$ cat src/serial_mode_cfg.svh
// Behaviour
// RULE1: transfer_mode 00 I/O interface, 01 7-bit, 10 8-bit, 11 9-bit UART.
// RULE2: uart_clock_select picks timer, baud generator, system clock or pin clock.
// RULE3: 9-bit UART sends tx_ninth_bit as the ninth data bit.
// RULE4: handshake_enable gates transmit start by CTS; otherwise CTS ignored.
// RULE5: software keeps receive enable low while programming the mode registers.
// RULE6: 9-bit UART with wakeup_filter raises receive event only for ninth bit 1.
// RULE7: duplex_select sets direction in I/O mode; UART ignores it for direction.
// RULE8: transmit enable gates transmission; a running frame always completes.
// RULE9: software sets transfer mode before transmit enable.
// RULE10: I/O internal clock with buffering inserts 0..64 clock gap between frames.
// RULE11: idle_keep_running keeps the channel running in IDLE, else it stops.
// RULE12: tx_fifo_control reinitialised when channel disabled or stopped by IDLE.
// RULE13: tx buffer empty resets 1, sets on move to shifter, clears on write.
// RULE14: rx_buffer_full sets when frame enters receive buffer, clears on read.
// RULE15: transmitting and buffer-empty flags combine into progress/complete/waiting.
// RULE16: UART sends one or two stop bits; receiver checks one only.
// RULE17: bit_order picks LSB/MSB first in I/O mode; UART is LSB first.
// RULE18: double buffer enable governs transmit; receive is always double buffered. Code uses dbuf_en only to gate the RULE10 gap.
// RULE19: writing 10 then 01 to soft_reset_field resets channel flags and enables.
// RULE20: soft reset executes two clocks after the sequence is recognised.
// RULE21: during transmission software issues the reset sequence twice.
// RULE22: after soft reset software reprograms mode and control registers.
// RULE23: channel_operation_enable low freezes channel state except tx_fifo_control.
`ifndef SERIAL_MODE_CFG_SVH
`define SERIAL_MODE_CFG_SVH
`define OFS_MODE0    8'h00
`define OFS_MODE1    8'h04
`define OFS_MODE2    8'h08
`define OFS_ENABLE   8'h0C
`define OFS_DATA     8'h10
`define OFS_ERROR    8'h14
`define RST_MODE0    8'h00
`define RST_MODE1    8'h00
`define RST_CFG2     3'h0
`define SRST_ARM     2'h2
`define SRST_FIRE    2'h1
`define SRST_DELAY   2'h2
`define MODE_IO      2'h0
`define MODE_U9      2'h3
`define CLK_TIMER    2'h0
`define CLK_BAUD     2'h1
`define CLK_SYS      2'h2
`define RESP_OKAY    2'h0
`define RESP_SLVERR  2'h2
`endif

$ cat src/serial_mode_pkg.sv
package serial_mode_pkg;
	typedef enum logic [1:0] {
		TX_IDLE  = 2'b00,
		TX_SHIFT = 2'b01,
		TX_GAP   = 2'b10
	} tx_state_e;
	typedef enum logic [1:0] {
		RX_IDLE = 2'b00,
		RX_DATA = 2'b01,
		RX_STOP = 2'b10
	} rx_state_e;
endpackage : serial_mode_pkg

$ cat src/serial_mode_ctrl.sv
`timescale 1ns/1ns
`include "serial_mode_cfg.svh"
module serial_mode_ctrl (
	// clock, reset, enable
	input  wire logic        REF_CLK,
	input  wire logic        RST_N,
	input  wire logic        CLK_EN,
	// axi4-lite write
	input  wire logic [7:0]  AWADDR,
	input  wire logic        AWVALID,
	output logic             AWREADY,
	input  wire logic [31:0] WDATA,
	input  wire logic [3:0]  WSTRB,
	input  wire logic        WVALID,
	output logic             WREADY,
	output logic [1:0]       BRESP,
	output logic             BVALID,
	input  wire logic        BREADY,
	// axi4-lite read
	input  wire logic [7:0]  ARADDR,
	input  wire logic        ARVALID,
	output logic             ARREADY,
	output logic [31:0]      RDATA,
	output logic [1:0]       RRESP,
	output logic             RVALID,
	input  wire logic        RREADY,
	// clock sources
	input  wire logic        TIMER_OUT,
	input  wire logic        BAUD_TICK,
	input  wire logic        SERIAL_CLOCK_PIN,
	// serial pins and system state
	input  wire logic        RXD,
	input  wire logic        CTS_N,
	input  wire logic        IDLE_MODE,
	output logic             TXD,
	output logic             RX_EVENT,
	output logic             TX_FIFO_INIT
);
	// ==================================================
	// helpers
	function automatic logic [7:0] rev8(input logic [7:0] d);
		for (int i = 0; i < 8; i++) begin
			rev8[i] = d[7 - i];
		end
	endfunction : rev8

	// RULE1 mode widths
	function automatic logic [3:0] data_bits(input logic [1:0] m);
		data_bits = (m == `MODE_IO) ? 4'd8 : {2'b00, m} + 4'd6;
	endfunction : data_bits

	// ==================================================
	// registers
	logic [7:0]  mode0_reg, mode1_reg;
	logic [2:0]  cfg2_reg;
	logic        chan_en_reg;
	logic        tx_empty_reg, rx_full_reg, tx_run_reg;
	logic [7:0]  tx_hold_reg, rx_data_reg;
	logic        rx_ninth_reg, ovr_reg, frm_reg;
	logic        sr_armed_reg;
	logic [1:0]  sr_cnt_reg;
	logic [2:0]  sclk_sync_reg, rxd_sync_reg, cts_sync_reg;
	logic        timer_d_reg;
	logic [7:0]  aw_addr_reg, ar_addr_reg;
	logic [31:0] w_data_reg;
	logic        aw_held_reg, w_held_reg;
	serial_mode_pkg::tx_state_e tx_state_reg;
	serial_mode_pkg::rx_state_e rx_state_reg;
	logic [11:0] tx_shift_reg;
	logic [3:0]  tx_cnt_reg, rx_cnt_reg;
	logic [6:0]  gap_cnt_reg;
	logic [8:0]  rx_shift_reg;

	// ==================================================
	// field decode
	wire       tx_ninth_bit     = mode0_reg[7];
	wire       handshake_enable = mode0_reg[6];
	wire       rx_en            = mode0_reg[5];
	wire       wakeup_filter    = mode0_reg[4];
	wire [1:0] transfer_mode    = mode0_reg[3:2];
	wire [1:0] uart_clock_select = mode0_reg[1:0];
	wire       idle_keep_running = mode1_reg[7];
	wire [1:0] duplex_select    = mode1_reg[6:5];
	wire       tx_en            = mode1_reg[4];
	wire [2:0] frame_gap_select = mode1_reg[3:1];
	wire       stop_length      = cfg2_reg[2];
	wire       bit_order        = cfg2_reg[1];
	wire       dbuf_en          = cfg2_reg[0];
	wire       io_mode          = (transfer_mode == `MODE_IO);

	// ==================================================
	// run gate: disable or unrequested idle freezes the engines
	// RULE11 idle stop, RULE23 disable freeze
	wire run = chan_en_reg & ~(IDLE_MODE & ~idle_keep_running);

	// the pin clock is edge-detected from its synchronised copy; the timer edge uses raw TIMER_OUT
	wire sclk_rise  = sclk_sync_reg[1] & ~sclk_sync_reg[2];
	wire timer_rise = TIMER_OUT & ~timer_d_reg;
	wire rxd_s      = rxd_sync_reg[1];
	wire cts_ok     = ~cts_sync_reg[1];

	// RULE2 clock source
	wire uart_tick = (uart_clock_select == `CLK_TIMER) ? timer_rise :
		(uart_clock_select == `CLK_BAUD) ? BAUD_TICK :
		(uart_clock_select == `CLK_SYS) ? 1'b1 : sclk_rise;
	wire tick = run & (io_mode ? BAUD_TICK : uart_tick);

	// ==================================================
	// bus handshake decode
	logic w_strb0;
	logic [3:0] w_strb_reg;
	assign w_strb0 = w_strb_reg[0];
	wire wr_go = aw_held_reg & w_held_reg & ~BVALID;
	wire rd_go = ARVALID & ARREADY;
	wire wr_m0 = wr_go & (aw_addr_reg == `OFS_MODE0) & w_strb0;
	wire wr_m1 = wr_go & (aw_addr_reg == `OFS_MODE1) & w_strb0;
	wire wr_m2 = wr_go & (aw_addr_reg == `OFS_MODE2) & w_strb0;
	wire wr_en = wr_go & (aw_addr_reg == `OFS_ENABLE) & w_strb0;
	wire wr_dt = wr_go & (aw_addr_reg == `OFS_DATA) & w_strb0;
	wire wr_hit = (aw_addr_reg[7:5] == 3'h0) & (aw_addr_reg[4:0] <= 5'h14)
		& (aw_addr_reg[1:0] == 2'b00);
	wire rd_hit = (ARADDR[7:5] == 3'h0) & (ARADDR[4:0] <= 5'h14)
		& (ARADDR[1:0] == 2'b00);
	wire rd_m2 = rd_go & (ARADDR == `OFS_MODE2);
	wire rd_dt = rd_go & (ARADDR == `OFS_DATA);
	wire rd_er = rd_go & (ARADDR == `OFS_ERROR);

	// RULE19 reset sequence recognised
	wire sr_hit  = wr_m2 & (w_data_reg[1:0] == `SRST_FIRE) & sr_armed_reg;
	// RULE20 executes at count one
	wire sr_exec = (sr_cnt_reg == 2'd1);

	wire [31:0] rd_mux =
		(ARADDR == `OFS_MODE0) ? {24'h0, mode0_reg} :
		(ARADDR == `OFS_MODE1) ? {24'h0, mode1_reg[7:1], 1'b0} :
		// RULE15 combined status
		(ARADDR == `OFS_MODE2) ? {24'h0, tx_empty_reg, rx_full_reg,
			tx_run_reg, cfg2_reg, 2'b00} :
		(ARADDR == `OFS_ENABLE) ? {31'h0, chan_en_reg} :
		(ARADDR == `OFS_DATA) ? {23'h0, rx_ninth_reg, rx_data_reg} :
		{29'h0, ovr_reg, 1'b0, frm_reg};

	// ==================================================
	// transmit frame build
	// RULE3 ninth bit, RULE17 order
	wire [7:0]  tx_io_data = bit_order ? rev8(tx_hold_reg) : tx_hold_reg;
	wire [11:0] tx_frame =
		io_mode ? {4'hF, tx_io_data} :
		(transfer_mode == `MODE_U9) ? {2'b11, tx_ninth_bit, tx_hold_reg, 1'b0} :
		(transfer_mode == 2'h2) ? {3'b111, tx_hold_reg, 1'b0} :
		{4'hF, tx_hold_reg[6:0], 1'b0};
	// RULE16 stop length
	wire [3:0] tx_len = io_mode ? 4'd8 :
		data_bits(transfer_mode) + 4'd2 + {3'h0, stop_length};
	// RULE7 direction, RULE8 gate, RULE4 handshake
	wire tx_dir_ok = ~io_mode | duplex_select[1];
	wire tx_start  = ~tx_empty_reg & tx_en & tx_dir_ok
		& (~handshake_enable | cts_ok);
	// RULE10 gap only with internal clock and buffering
	wire [6:0] gap_len = (frame_gap_select == 3'h0) ? 7'h00 :
		7'(7'h01 << (frame_gap_select - 3'h1));
	wire gap_on = io_mode & dbuf_en & (gap_len != 7'h00);

	// ==================================================
	// receive decode
	wire [3:0] rx_nb    = data_bits(transfer_mode);
	// i/o frames end on the last data tick, so that bit is folded in here
	wire [8:0] rx_src   = io_mode ? {rxd_s, rx_shift_reg[8:1]} : rx_shift_reg;
	wire [8:0] rx_align = 9'(rx_src >> (4'd9 - rx_nb));
	wire [7:0] rx_word  = (io_mode & bit_order) ? rev8(rx_align[7:0])
		: rx_align[7:0];
	wire rx_ninth = (transfer_mode == `MODE_U9) & rx_align[8];
	wire rx_dir_ok = ~io_mode | duplex_select[0];
	wire rx_done = tick & rx_en & rx_dir_ok & ((rx_state_reg == serial_mode_pkg::RX_STOP) |
		(io_mode & rx_state_reg == serial_mode_pkg::RX_DATA
		& rx_cnt_reg == 4'd1));
	// RULE6 wakeup filtering
	wire rx_notify = ~((transfer_mode == `MODE_U9) & wakeup_filter) | rx_ninth;

	// ==================================================
	// synchronisers and axi channels
	always_ff @(posedge REF_CLK) begin
		if (!RST_N) begin
			sclk_sync_reg <= 3'h0;
			rxd_sync_reg  <= 3'h7;
			cts_sync_reg  <= 3'h7;
			timer_d_reg   <= 1'b0;
		end else if (CLK_EN) begin
			sclk_sync_reg <= {sclk_sync_reg[1:0], SERIAL_CLOCK_PIN};
			rxd_sync_reg  <= {rxd_sync_reg[1:0], RXD};
			cts_sync_reg  <= {cts_sync_reg[1:0], CTS_N};
			timer_d_reg   <= TIMER_OUT;
		end
	end

	// address and data taken in either order, answered together
	always_ff @(posedge REF_CLK) begin
		if (!RST_N) begin
			aw_held_reg <= 1'b0;
			w_held_reg  <= 1'b0;
			aw_addr_reg <= 8'h00;
			w_data_reg  <= 32'h0;
			w_strb_reg  <= 4'h0;
			AWREADY <= 1'b1;
			WREADY  <= 1'b1;
			BVALID  <= 1'b0;
			BRESP   <= `RESP_OKAY;
		end else if (CLK_EN) begin
			if (AWVALID & AWREADY) begin
				aw_addr_reg <= AWADDR;
				aw_held_reg <= 1'b1;
				AWREADY     <= 1'b0;
			end
			if (WVALID & WREADY) begin
				w_data_reg <= WDATA;
				w_strb_reg <= WSTRB;
				w_held_reg <= 1'b1;
				WREADY     <= 1'b0;
			end
			if (wr_go) begin
				BVALID      <= 1'b1;
				BRESP       <= wr_hit ? `RESP_OKAY : `RESP_SLVERR;
				aw_held_reg <= 1'b0;
				w_held_reg  <= 1'b0;
			end else if (BVALID & BREADY) begin
				BVALID  <= 1'b0;
				AWREADY <= 1'b1;
				WREADY  <= 1'b1;
			end
		end
	end

	// read answered the cycle after the address is taken
	always_ff @(posedge REF_CLK) begin
		if (!RST_N) begin
			ARREADY <= 1'b1;
			RVALID  <= 1'b0;
			RDATA   <= 32'h0;
			RRESP   <= `RESP_OKAY;
		end else if (CLK_EN) begin
			if (rd_go) begin
				ARREADY <= 1'b0;
				RVALID  <= 1'b1;
				RDATA   <= rd_hit ? rd_mux : 32'h0;
				RRESP   <= rd_hit ? `RESP_OKAY : `RESP_SLVERR;
			end else if (RVALID & RREADY) begin
				RVALID  <= 1'b0;
				ARREADY <= 1'b1;
			end
		end
	end

	// ==================================================
	// mode registers and soft reset sequencer
	always_ff @(posedge REF_CLK) begin
		if (!RST_N) begin
			mode0_reg    <= `RST_MODE0;
			mode1_reg    <= `RST_MODE1;
			cfg2_reg     <= `RST_CFG2;
			chan_en_reg  <= 1'b0;
			sr_armed_reg <= 1'b0;
			sr_cnt_reg   <= 2'h0;
		end else if (CLK_EN) begin
			if (wr_m0) mode0_reg <= w_data_reg[7:0];
			if (wr_m1) mode1_reg <= {w_data_reg[7:1], 1'b0};
			if (wr_m2) cfg2_reg <= w_data_reg[4:2];
			if (wr_en) chan_en_reg <= w_data_reg[0];
			if (wr_m2) sr_armed_reg <= (w_data_reg[1:0] == `SRST_ARM);
			if (sr_hit) sr_cnt_reg <= `SRST_DELAY;
			else if (sr_cnt_reg != 2'h0) sr_cnt_reg <= sr_cnt_reg - 2'h1;
			// RULE19 clears both enables
			if (sr_exec) begin
				mode0_reg[5] <= 1'b0;
				mode1_reg[4] <= 1'b0;
			end
		end
	end

	// ==================================================
	// transmit engine, frozen while not running
	always_ff @(posedge REF_CLK) begin
		if (!RST_N) begin
			tx_state_reg <= serial_mode_pkg::TX_IDLE;
			tx_shift_reg <= 12'hFFF;
			tx_cnt_reg   <= 4'h0;
			gap_cnt_reg  <= 7'h00;
			tx_hold_reg  <= 8'h00;
			tx_empty_reg <= 1'b1;
			tx_run_reg   <= 1'b0;
			TXD          <= 1'b1;
		end else if (CLK_EN) begin
			// RULE13 write clears empty
			if (wr_dt) begin
				tx_hold_reg  <= w_data_reg[7:0];
				tx_empty_reg <= 1'b0;
			end
			if (sr_exec) begin
				tx_state_reg <= serial_mode_pkg::TX_IDLE;
				tx_empty_reg <= 1'b1;
				tx_run_reg   <= 1'b0;
				TXD          <= 1'b1;
			end else if (run) begin
				case (tx_state_reg)
					serial_mode_pkg::TX_IDLE: begin
						// RULE13 move to shifter sets empty
						if (tx_start & ~wr_dt) begin
							tx_shift_reg <= tx_frame;
							tx_cnt_reg   <= tx_len;
							tx_empty_reg <= 1'b1;
							tx_run_reg   <= 1'b1;
							tx_state_reg <= serial_mode_pkg::TX_SHIFT;
						end
					end
					serial_mode_pkg::TX_SHIFT: begin
						// RULE8 frame runs to its end
						if (tick) begin
							if (tx_cnt_reg == 4'h0) begin
								TXD          <= 1'b1;
								tx_run_reg   <= 1'b0;
								gap_cnt_reg  <= gap_len;
								tx_state_reg <= gap_on ? serial_mode_pkg::TX_GAP
									: serial_mode_pkg::TX_IDLE;
							end else begin
								TXD          <= tx_shift_reg[0];
								tx_shift_reg <= {1'b1, tx_shift_reg[11:1]};
								tx_cnt_reg   <= tx_cnt_reg - 4'h1;
							end
						end
					end
					serial_mode_pkg::TX_GAP: begin
						// RULE10 gap counted in serial clocks
						if (tick) begin
							gap_cnt_reg <= gap_cnt_reg - 7'h01;
							if (gap_cnt_reg == 7'h01) tx_state_reg <= serial_mode_pkg::TX_IDLE;
						end
					end
					default: tx_state_reg <= serial_mode_pkg::TX_IDLE;
				endcase
			end
		end
	end

	// ==================================================
	// receive engine, one sample per serial clock
	always_ff @(posedge REF_CLK) begin
		if (!RST_N) begin
			rx_state_reg <= serial_mode_pkg::RX_IDLE;
			rx_shift_reg <= 9'h000;
			rx_cnt_reg   <= 4'h0;
			rx_data_reg  <= 8'h00;
			rx_ninth_reg <= 1'b0;
			rx_full_reg  <= 1'b0;
			ovr_reg      <= 1'b0;
			frm_reg      <= 1'b0;
			RX_EVENT     <= 1'b0;
		end else if (CLK_EN) begin
			RX_EVENT <= 1'b0;
			// RULE14 read clears, later set wins
			if (rd_m2) rx_full_reg <= 1'b0;
			if (rd_er) begin
				ovr_reg <= 1'b0;
				frm_reg <= 1'b0;
			end
			if (sr_exec) begin
				rx_state_reg <= serial_mode_pkg::RX_IDLE;
				rx_full_reg  <= 1'b0;
				ovr_reg      <= 1'b0;
				frm_reg      <= 1'b0;
			end else if (tick & rx_en & rx_dir_ok) begin
				case (rx_state_reg)
					serial_mode_pkg::RX_IDLE: begin
						if (io_mode | ~rxd_s) begin
							rx_cnt_reg   <= rx_nb;
							rx_state_reg <= serial_mode_pkg::RX_DATA;
						end
						if (io_mode) rx_shift_reg <= {rxd_s, 8'h00};
						if (io_mode) rx_cnt_reg <= rx_nb - 4'h1;
					end
					serial_mode_pkg::RX_DATA: begin
						rx_shift_reg <= {rxd_s, rx_shift_reg[8:1]};
						rx_cnt_reg   <= rx_cnt_reg - 4'h1;
						if (rx_cnt_reg == 4'h1) begin
							rx_state_reg <= io_mode ? serial_mode_pkg::RX_IDLE
								: serial_mode_pkg::RX_STOP;
						end
					end
					serial_mode_pkg::RX_STOP: begin
						// RULE16 single stop checked
						if (~rxd_s) frm_reg <= 1'b1; // set beats a clearing read
						rx_state_reg <= serial_mode_pkg::RX_IDLE;
					end
					default: rx_state_reg <= serial_mode_pkg::RX_IDLE;
				endcase
				// RULE18 receive always buffered
				if (rx_done) begin
					rx_data_reg  <= rx_word;
					rx_ninth_reg <= rx_ninth;
					rx_full_reg  <= 1'b1;
					if (rx_full_reg) ovr_reg <= 1'b1;
					RX_EVENT     <= rx_notify;
				end
			end
		end
	end

	// ==================================================
	// RULE12 fifo control reinit while stopped
	always_ff @(posedge REF_CLK) begin
		if (!RST_N) TX_FIFO_INIT <= 1'b1;
		else if (CLK_EN) TX_FIFO_INIT <= ~run;
	end

	// ==================================================
	// checks
	property p_sr_delay;
		@(posedge REF_CLK) disable iff (!RST_N)
		(CLK_EN & sr_hit) ##1 CLK_EN ##1 CLK_EN |=> !mode0_reg[5] & !mode1_reg[4] & tx_empty_reg;
	endproperty
	a_sr_delay: assert property (p_sr_delay) else $error("soft reset not applied"); // RULE20
	property p_no_early_sr;
		@(posedge REF_CLK) disable iff (!RST_N) (CLK_EN & sr_hit) |=> sr_cnt_reg == 2'd2;
	endproperty
	a_no_early_sr: assert property (p_no_early_sr) else $error("reset count wrong"); // RULE19
	property p_cts_gate;
		@(posedge REF_CLK) disable iff (!RST_N)
		(CLK_EN & run & tx_state_reg == serial_mode_pkg::TX_IDLE & handshake_enable & cts_sync_reg[1])
		|=> tx_state_reg == serial_mode_pkg::TX_IDLE;
	endproperty
	a_cts_gate: assert property (p_cts_gate) else $error("sent while cts high"); // RULE4
	property p_txen_gate;
		@(posedge REF_CLK) disable iff (!RST_N)
		(CLK_EN & tx_state_reg == serial_mode_pkg::TX_IDLE & !tx_en) |=> !tx_run_reg;
	endproperty
	a_txen_gate: assert property (p_txen_gate) else $error("sent while disabled"); // RULE8
	property p_empty_set;
		@(posedge REF_CLK) disable iff (!RST_N)
		(CLK_EN & !tx_run_reg & $rose(tx_run_reg) == 0 ##1 $rose(tx_run_reg)) |-> tx_empty_reg | $past(wr_dt);
	endproperty
	a_empty_set: assert property (p_empty_set) else $error("empty not set on load"); // RULE13
	property p_full_set;
		@(posedge REF_CLK) disable iff (!RST_N) (CLK_EN & rx_done & !sr_exec) |=> rx_full_reg;
	endproperty
	a_full_set: assert property (p_full_set) else $error("full not set"); // RULE14
	property p_wakeup;
		@(posedge REF_CLK) disable iff (!RST_N)
		(CLK_EN & rx_done & transfer_mode == `MODE_U9 & wakeup_filter & !rx_ninth) |=> !RX_EVENT;
	endproperty
	a_wakeup: assert property (p_wakeup) else $error("wakeup filter failed"); // RULE6
	property p_fifo_init;
		@(posedge REF_CLK) disable iff (!RST_N) (CLK_EN & !chan_en_reg) |=> TX_FIFO_INIT;
	endproperty
	a_fifo_init: assert property (p_fifo_init) else $error("fifo init missing"); // RULE12
	property p_freeze;
		@(posedge REF_CLK) disable iff (!RST_N)
		(CLK_EN & !run & !sr_exec & !wr_dt) |=> $stable(tx_state_reg) & $stable(TXD);
	endproperty
	a_freeze: assert property (p_freeze) else $error("engine ran while stopped"); // RULE23
	c_frame: cover property (@(posedge REF_CLK) $fell(tx_run_reg));
	c_rx: cover property (@(posedge REF_CLK) RX_EVENT);
	c_sr: cover property (@(posedge REF_CLK) sr_exec);
endmodule : serial_mode_ctrl

$ cat config.mk
export PLATFORM = sky130hd
export DESIGN_NAME = serial_mode_ctrl
export DESIGN_NICKNAME = d
export VERILOG_FILES = /design/src/serial_mode_pkg.sv /design/src/serial_mode_ctrl.sv
export VERILOG_INCLUDE_DIRS = /design/src
export SDC_FILE = /design/constraint.sdc
export NUM_CORES = 1
export LEC_CHECK = 0
export ABC_CLOCK_PERIOD_IN_PS = 3000
export BUFFER_PORTS_ARGS = -buffer_cell sky130_fd_sc_hd__buf_2
export CORE_MARGIN = 2
export CORE_UTILIZATION = 50
export CTS_CLUSTER_DIAMETER = 30
export DETAILED_ROUTE_END_ITERATION = 10
export PLACE_DENSITY = 0.78
export SLEW_MARGIN = 10
export SYNTH_ARGS = -nofsm -noshare
export SYNTH_HDL_FRONTEND = slang
export SYNTH_SLANG_ARGS = --single-unit
export TNS_END_PERCENT = 1
$ cat constraint.sdc
create_clock -name REF_CLK -period 3 [get_ports REF_CLK]
set_input_delay 0.45 -clock REF_CLK [delete_from_list [all_inputs] [get_ports REF_CLK]]
set_output_delay 0.45 -clock REF_CLK [all_outputs]
set_load 0.01 [all_outputs]
Yosys cells after proc, flatten, opt, wreduce, memory -nomap -nowiden
Cells that the tools add are included.

cells by class
  magnitude comparators = 2
  shift-type cells = 2
  bitwise logic cells = 64
  reductions and logical operators = 54
  multiplexer cells = 108
  eq/ne operators = 36
  $add $sub $neg = 10

operators by type and width
  operator            number
  $mux 9              9
  $mux 1              54
  $and 1x1->1         44
  $mux 12             3
  $mux 2              17
  $eq 8x4->1 const B  4
  $reduce_and 2->1    16
  $reduce_bool 2->1   15
  $mux 4              7
  $mux 7              4
  $eq 8x5->1 const B  3
  $pmux 12 s2         1
  $ne 3x3->1 const B  7
  $reduce_and 7->1    3
  $mux 10             2
  $pmux 9 s2          1
  $eq 8x3->1 const B  2
  $logic_not 8->1     2
  $mux 8              2
  $pmux 4 s2          2
  $not 1->1           14
  $pmux 7 s2          1
  $eq 2x2->1 const B  6
  $logic_not 2->1     6
  29 further kinds    51

word-level totals
  output and inout port bits = 44
  register bits = 155

Longest topological paths before layout
Gate-level depths: netlist of run 1.

  depth in word-level cells = 13
  gate-level depth with buffers = 9

Worst setup path after synthesis of run 1
Ideal clock, no wire load.

  kind = flip-flop to flip-flop
  start = reg tx_cnt_reg[0]
  end = reg gap_cnt_reg[2]
  period minus slack after synthesis = 2.035 ns
  path slack = 0.965 ns
  buffers on the path = 0
  arrival time = 1.918 ns
  cell stages (with the launch flop) = 8
  required time = 2.884 ns
  cell sequence = dfxtp_1 > inv_1 > ha_1 > or3b_2 > or2_2 > a21oi_2 > o21ai_0 > a31o_2

between the ends
  cells in the longest elaborated chain, start to end = 3

RTL lines
  element                            line                     RTL
  start: declaration                 serial_mode_ctrl.sv:70   logic [3:0] tx_cnt_reg, rx_cnt_reg;
  start signal: assignment           serial_mode_ctrl.sv:308  tx_cnt_reg <= tx_len;
  start signal: assignment           serial_mode_ctrl.sv:326  tx_cnt_reg <= tx_cnt_reg - 4'h1;
  $logic_not 4->1                    serial_mode_ctrl.sv:317  if (tx_cnt_reg == 4'h0) begin
  $ne 2x2->1 (no source line)        -
  $reduce_and 7->1 (no source line)  -
  end signal: assignment             serial_mode_ctrl.sv:320  gap_cnt_reg <= gap_len;
  end signal: assignment             serial_mode_ctrl.sv:333  gap_cnt_reg <= gap_cnt_reg - 7'h01;
  end: declaration                   serial_mode_ctrl.sv:71   logic [6:0] gap_cnt_reg;

Every way passes these cells.
A chain may end at the register's enable or synchronous reset.

Worst setup path in the final report of run 1
  start = reg mode0_reg[3]
  end = reg tx_cnt_reg[0]

between the ends
  cells in the longest elaborated chain, start to end = 8
  elaborated cells on any way between the ends = 17
  classes of those cells = add/sub: 2; eq/ne: 2; mux: 5; bitwise: 6; reduce/logical: 2

RTL lines
  element                                              line                     RTL
  start: declaration                                   serial_mode_ctrl.sv:54   logic [7:0] mode0_reg, mode1_reg;
  start signal: assignment                             serial_mode_ctrl.sv:257  mode0_reg <= `RST_MODE0;
  start signal: assignment                             serial_mode_ctrl.sv:264  if (wr_m0) mode0_reg <= w_data_reg[7:0];
  $logic_not 2->1 (no source line) (*)                 -
  branches (longest 7 deep; another with $add 4x2->4)  -

Mark *: on every way between the ends. The select of a mux whose other input is x is not followed.

==> metrics, run 1 <==
Synth area leader=dfxtp_1; GP Congestion=0.870; Max VDD drop=0.413 mV; # rows=41; Max Transition Viols Final=0; Die Span X=119 um; clock sink count=128; element type at the critical path end=register; Num CTS Buffers=17; via count=5790; Hold Crit Start=CTS_N; critical-path maximum fanout=22; Max stage delay cell, worst path=dfxtp_1; sequential share of power=43.0%; share of cells above drive strength 1=14.4%; Critical Path RT=3.31 ns; Post-CTS Hold Fix Bufs=0; Ys Warns=0; Switching Share=22.2%; post-synthesis cell type count=65; GR Util All Layers=23.3%; TNS Setup=0 ns; initial antenna violation count=0; dpl ws=0.671 ns; Power Density=542 nW/um2; mean area per synthesized cell=8.06 um2; Cell Chain, Critical Path=or2_4 > a21boi_4 > o21bai_1 > o32a_1 > buf_4 > a21oi_1 > o221a_2; die area=14100 um2; Die Ht=119 um; Syn Inst Count=818; CTS tree=yes; max incr delay on CP=0.55 ns; clock network power share=51.7%; Logic pwr share=5.3%; GR Overflow Total=0; Pleak=3.15 nW; Multi-input gate area=3660 um2; pin count of the biggest net entering global routing=62; ANT cells=0; Reg2Reg Depth=7; vias per std cell=5.57; Boundary Pins=110; drt pass-1 iters=5; fraction of registers with async set/reset=0%; Post-Syn Area=6590 um2; RSZ-0062 raised after global routing=no; Clock Pin Slew Worst Setup and Hold Paths=0.06 ns; status=complete, no violations; WL/cell=15.3 um; worst reg2reg startpoint=mode0_reg[3]; Core Region=12700 um2; Clock Skew=0.00976 ns; Tightest Pin Transition=0.708 ns; post-layout instance area=7520 um2; min cycle time layout=2.39 ns; final worst slack=0.606 ns; Synth Flop Type=dfxtp_1; H-tree depth=4; FILL cells=1168; Root Driver=clkbuf_16; DR iter-0 viols=434; share of the yosys chip area belonging to registers=38.9%; Initial Utilization=51.8%; Final HPWL DP=11.1 mm; register bit count reported by yosys=128; Yosys top cell area share=38.9%; port bufs=57; Power Internal=3.17 mW; synth top area cells=dfxtp_1 39%, mux2i_1 11%, nor2_1 6.5%; most instantiated cells after synthesis=128 x dfxtp_1, 114 x nor2_1, 96 x nand2_1; Routed Wire Length=15.9 mm; Placed Area=6920 um2; net switching power=903 uW; Highest Clock Rate=418 MHz; worst min path class=in2reg; Hold Crit Depth=3; Layout area overhead=14.1%; hold slack=0.243 ns; layout net count=931; Final Hold Vio Count=0; max reg flops=10; DRC=0; Tcrit/Tclk final=79.8%; Post-CTS Repair Setup Buffers=0; FF+latch area=2560 um2; cell with the most instances after synthesis=dfxtp_1; vias in the first global route=5429; Pwr Total=4.07 mW; EDFF count, synth=0; Crit Path Class=reg2reg; antenna viol nets, final=0; CTS max path bufs=2; global-route wire length before repair=26.6 mm; Worst EP arrival=2.71 ns; slew margin rel.=52.7%; Max Cap Viol=0; post_cts resized=0; Skew-Pair Late Insertion Delay=0.43 ns; CP Launch Type=register; crit path launch=mode0_reg[3]; setup violators final=0
[metrics by stage]
stage	instances	util (%)
2_1_floorplan	842	-
3_3_place_gp	1009	54.4
3_5_place_dp	1009	54.4
4_1_cts	1039	59.1
5_1_grt	1039	59.1
6_report	1039	59.1
[metal layers]
layer	track usage [%]	up-vias	part of all wire, %
met5	0	-	0
met4	9.00	0	2.3
met3	5.70	33	7.9
met2	35.3	202	44
met1	32.0	2671	46
li1	-	2884	-
[power groups by stage]
| stage | clock (mW) | sequential [mW] | combinational (mW) |
|---|---|---|---|
| final | 2.11 | 1.75 | 0.217 |
| after global routing | 2.22 | 1.75 | 0.241 |
| after CTS | 2.13 | 1.75 | 0.215 |
| after detailed placement | 0 | 1.79 | 0.213 |
| after global placement | 0 | 1.79 | 0.209 |
| after floorplan | 0 | 1.78 | 0.163 |
[worst max-delay path: cells and delay by family, from the launching register on]
kind | cells | cell delay (ns)
simple gates | 1 | 0.36
flops | 1 | 0.55
compound gates | 5 | 1.08
buf+inv | 1 | 0.26
[path summary, 6_finish.rpt]
path	endpoint	slack [ns]
worst max register to register	tx_cnt_reg[0]	0.61
worst min-delay path	cts_sync_reg[0]	0.24
worst max-delay path	tx_cnt_reg[0]	0.61
worst min register to register	RDATA[8]	0.45
[placed cells by master (no fill, tap or decap), types with 8 or more instances in the layout]
cell type	synthesis	routed
nand3_1	21	21
buf_4	26	15
nor2_1	114	114
buf_2	5	57
nand2b_1	8	8
ha_1	9	9
a21oi_1	80	80
nor3_1	18	17
inv_1	19	18
mux2i_1	75	75
and2_1	9	9
conb_1	1	25
nor2b_1	9	9
nand2_1	96	96
clkbuf_16	0	17
dfxtp_1	128	128
o21ai_0	34	34
a211oi_1	11	11
[cell families (layout without fill, tap and decap cells)]
family / count (synthesis) / after routing / synth area share (%)
flops: 128 / 128 / 38.9
fa+ha+maj: 9 / 9 / 1.71
simple gates: 321 / 321 / 22.5
mux: 77 / 77 / 11.7
other cells: 1 / 25 / 0.0569
compound gates: 184 / 184 / 17.8
buf+inv: 97 / 122 / 7.21
xor+xnor: 1 / 1 / 0.133
[final cells by class]
cell class              count  area share (%)
clock inverters            12            2.25
repair buffers             73            5.56
multi-input cells         617            48.6
well taps                 172            2.86
clock buffers              18            5.71
inverters                  19           0.948
flip-flops and latches    128            34.1
Power figures use the tool's default switching activity.
==> run 2: changes to the inputs <==
- ABC_AREA: default -> 1
- ABC_CLOCK_PERIOD_IN_PS: 3000 -> 2500
- clock period: 3 -> 2.5 ns (I/O delays scaled with it)
==> run 2 against run 1 <==
Compared with the run above: clock skew fell by 0.0016 ns; synthesized cell count is 17% higher; sequential share of layout area down 0.39 points; global-route usage up 0.24 points; via count rose by 10%; routed wire length up 3.2%; cell count rose by 15%; critical endpoint is now rx_shift_reg[0]; largest cell class unchanged.
==> metrics, run 2 <==
vias per std cell=5.36; Skew-Pair Late Insertion Delay=0.42 ns; post-synthesis cell type count=44; worst min path class=in2reg; Post-Syn Area=6680 um2; Max VDD drop=0.398 mV; post_cts resized=0; Syn Inst Count=954; status=complete, no violations; Clock Pin Slew Worst Setup and Hold Paths=0.05 ns; Die Ht=120 um; hold slack=0.175 ns; Placed Area=6980 um2; dpl ws=0.342 ns; critical-path maximum fanout=12; Routed Wire Length=16.4 mm; Pleak=3.10 nW; DRT met1 WL=7.47 mm; Highest Clock Rate=451 MHz; worst r2r dst=rx_shift_reg[0]; worst reg2reg startpoint=sr_cnt_reg[1]; Clock Skew=0.00819 ns; commonest non-fill, non-tap cell in the layout=nand2_1; CTS max path bufs=2; Tcrit/Tclk final=88.6%; reg-to-reg setup timing slack=0.28 ns; WL/cell=13.8 um; final core utilization=57.9%; Hold Crit Start=CTS_N; synth top area cells=dfxtp_1 38%, nand2_1 10%, a21oi_1 8.6%; Tightest Pin Transition=0.682 ns; global-route wire length before repair=27.1 mm; GR Overflow Total=0; DR WL met3=1.09 mm; XOR/XNOR Fraction of Synth Area=0.787%; Hold Crit Depth=3; max reg flops=10; Max Transition Viols Final=0; initial antenna violation count=0; min cycle time layout=2.22 ns; CTS tree=yes; Critical Path RT=2.81 ns; Placed Cells=1158; Die Span X=120 um; Yosys top cell area share=38.4%; final worst slack=0.284 ns; GP Congestion=0.898; most instantiated cells after synthesis=181 x nand2_1, 128 x dfxtp_1, 115 x a21oi_1; H-tree depth=4; port bufs=57; Compound-Gate Fraction of Synth Area=21.5%; cell with the most instances after synthesis=nand2_1; Crit Path Class=reg2reg; mean area per synthesized cell=7.00 um2; Worst EP arrival=2.52 ns; Final HPWL DP=11.5 mm; share of the yosys chip area belonging to registers=38.4%; share of cells above drive strength 1=13.7%; layout net count=1076; die area=14300 um2; DRC=0; Synth Flop Type=dfxtp_1; Post-CTS Repair Setup Buffers=0; Root Driver=clkbuf_16; FF+latch area=2560 um2; EDFF count, synth=0; antenna viol nets, final=0; setup violators final=0; post-layout instance area=7610 um2; Reg2Reg Depth=8; Initial Utilization=50.8%; portion of netlist area occupied by mux cells=0%; Layout area overhead=14.0%; Synth area leader=dfxtp_1; Top Metal Used=met4; Max Cap Viol=0; Ys Warns=0; Adder-Cell Fraction of Synth Area=1.69%; element type at the critical path end=register; Multi-input gate area=3430 um2; Boundary Pins=110; Final Hold Vio Count=0; Num CTS Buffers=17; Final Non-Filler Cells=1190; vias in the first global route=5737; DR iter-0 viols=417; Post-CTS Hold Fix Bufs=0; via count=6381; Min-Delay Endpoint=cts_sync_reg[0]; FILL cells=1231; slew margin rel.=54.5%; most frequent cells in the layout=181 x nand2_1, 128 x dfxtp_1, 115 x a21oi_1; pin count of the biggest net entering global routing=74; post-synthesis simple-gate area fraction=26.1%; # rows=42; TNS Setup=0 ns; Pwr Total=5.06 mW; RSZ-0062 raised after global routing=no; drt pass-1 iters=5; Power Density=665 nW/um2; GR Util All Layers=23.6%; fraction of registers with async set/reset=0%; ANT cells=0; Core Region=13100 um2; CP Launch Type=register; largest family of logic cells by synthesized area=simple AND/OR/NAND/NOR gates; met2 wire len=7.42 mm; register bit count reported by yosys=128; clock sink count=128
run 2: cell types whose count changed in the layout (fill, tap and decap cells not counted), moves of 8 or more:
cell and change:
nand2_1 +85, mux2i_1 -75, inv_1 +73, nand3_1 +49
o21ai_0 +42, a21oi_1 +35, nor2_1 -27, a211oi_1 -9
and2_1 -9, nor2b_1 -9, o21ai_1 +9, nand2b_1 -8
o211ai_1 +8
run 2: cell families (layout without fill, tap and decap cells):
logic type / after synthesis / in the layout
compound gates: 250 / 250
xor+xnor: 6 / 6
fa+ha+maj: 9 / 9
buf+inv: 167 / 203
flops: 128 / 128
other cells: 1 / 25
simple gates: 393 / 393
run 2: power by group:
group / switching (mW) / internal (mW)
logic: 0.217 / 0.0974
registers: 0.0313 / 2.08
clock network: 0.894 / 1.74
total: 1.14 / 3.91
run 2: per-layer routing:
metal | vias up | track usage, %
met5 | - | 0
met4 | 0 | 9.93
met3 | 33 | 5.37
met2 | 225 | 36.7
met1 | 2891 | 31.5
li1 | 3232 | -
run 2: critical path, cell delays in order (launching register included):
cell and delay [ns]:
dfxtp_1 0.33, inv_1 0.06, ha_1 0.33, nor2_2 0.25
inv_1 0.27, a211oi_4 0.46, nand2_2 0.22, nand2_1 0.10
a21oi_1 0.06
run 2: cell type report:
class | count | area share, %
flip-flops and latches | 128 | 33.7
multi-input cells | 683 | 45.1
well taps | 176 | 2.89
clock buffers | 21 | 6.18
repair buffers | 69 | 4.93
clock inverters | 11 | 2.10
inverters | 102 | 5.06
run 2: worst max path at each step:
stage | startpoint | end | slack [ns] | cells after the start
2_1_floorplan | sr_cnt_reg[1] | rx_shift_reg[0] | 0.81 | 9
6_report | sr_cnt_reg[1] | rx_shift_reg[0] | 0.28 | 8
3_5_place_dp | sr_cnt_reg[1] | rx_shift_reg[7] | 0.34 | 8
5_1_grt | sr_cnt_reg[1] | rx_shift_reg[3] | 0.11 | 8
3_3_place_gp | sr_cnt_reg[1] | rx_shift_reg[0] | 0.38 | 8
4_1_cts | sr_cnt_reg[1] | rx_shift_reg[0] | 0.30 | 8
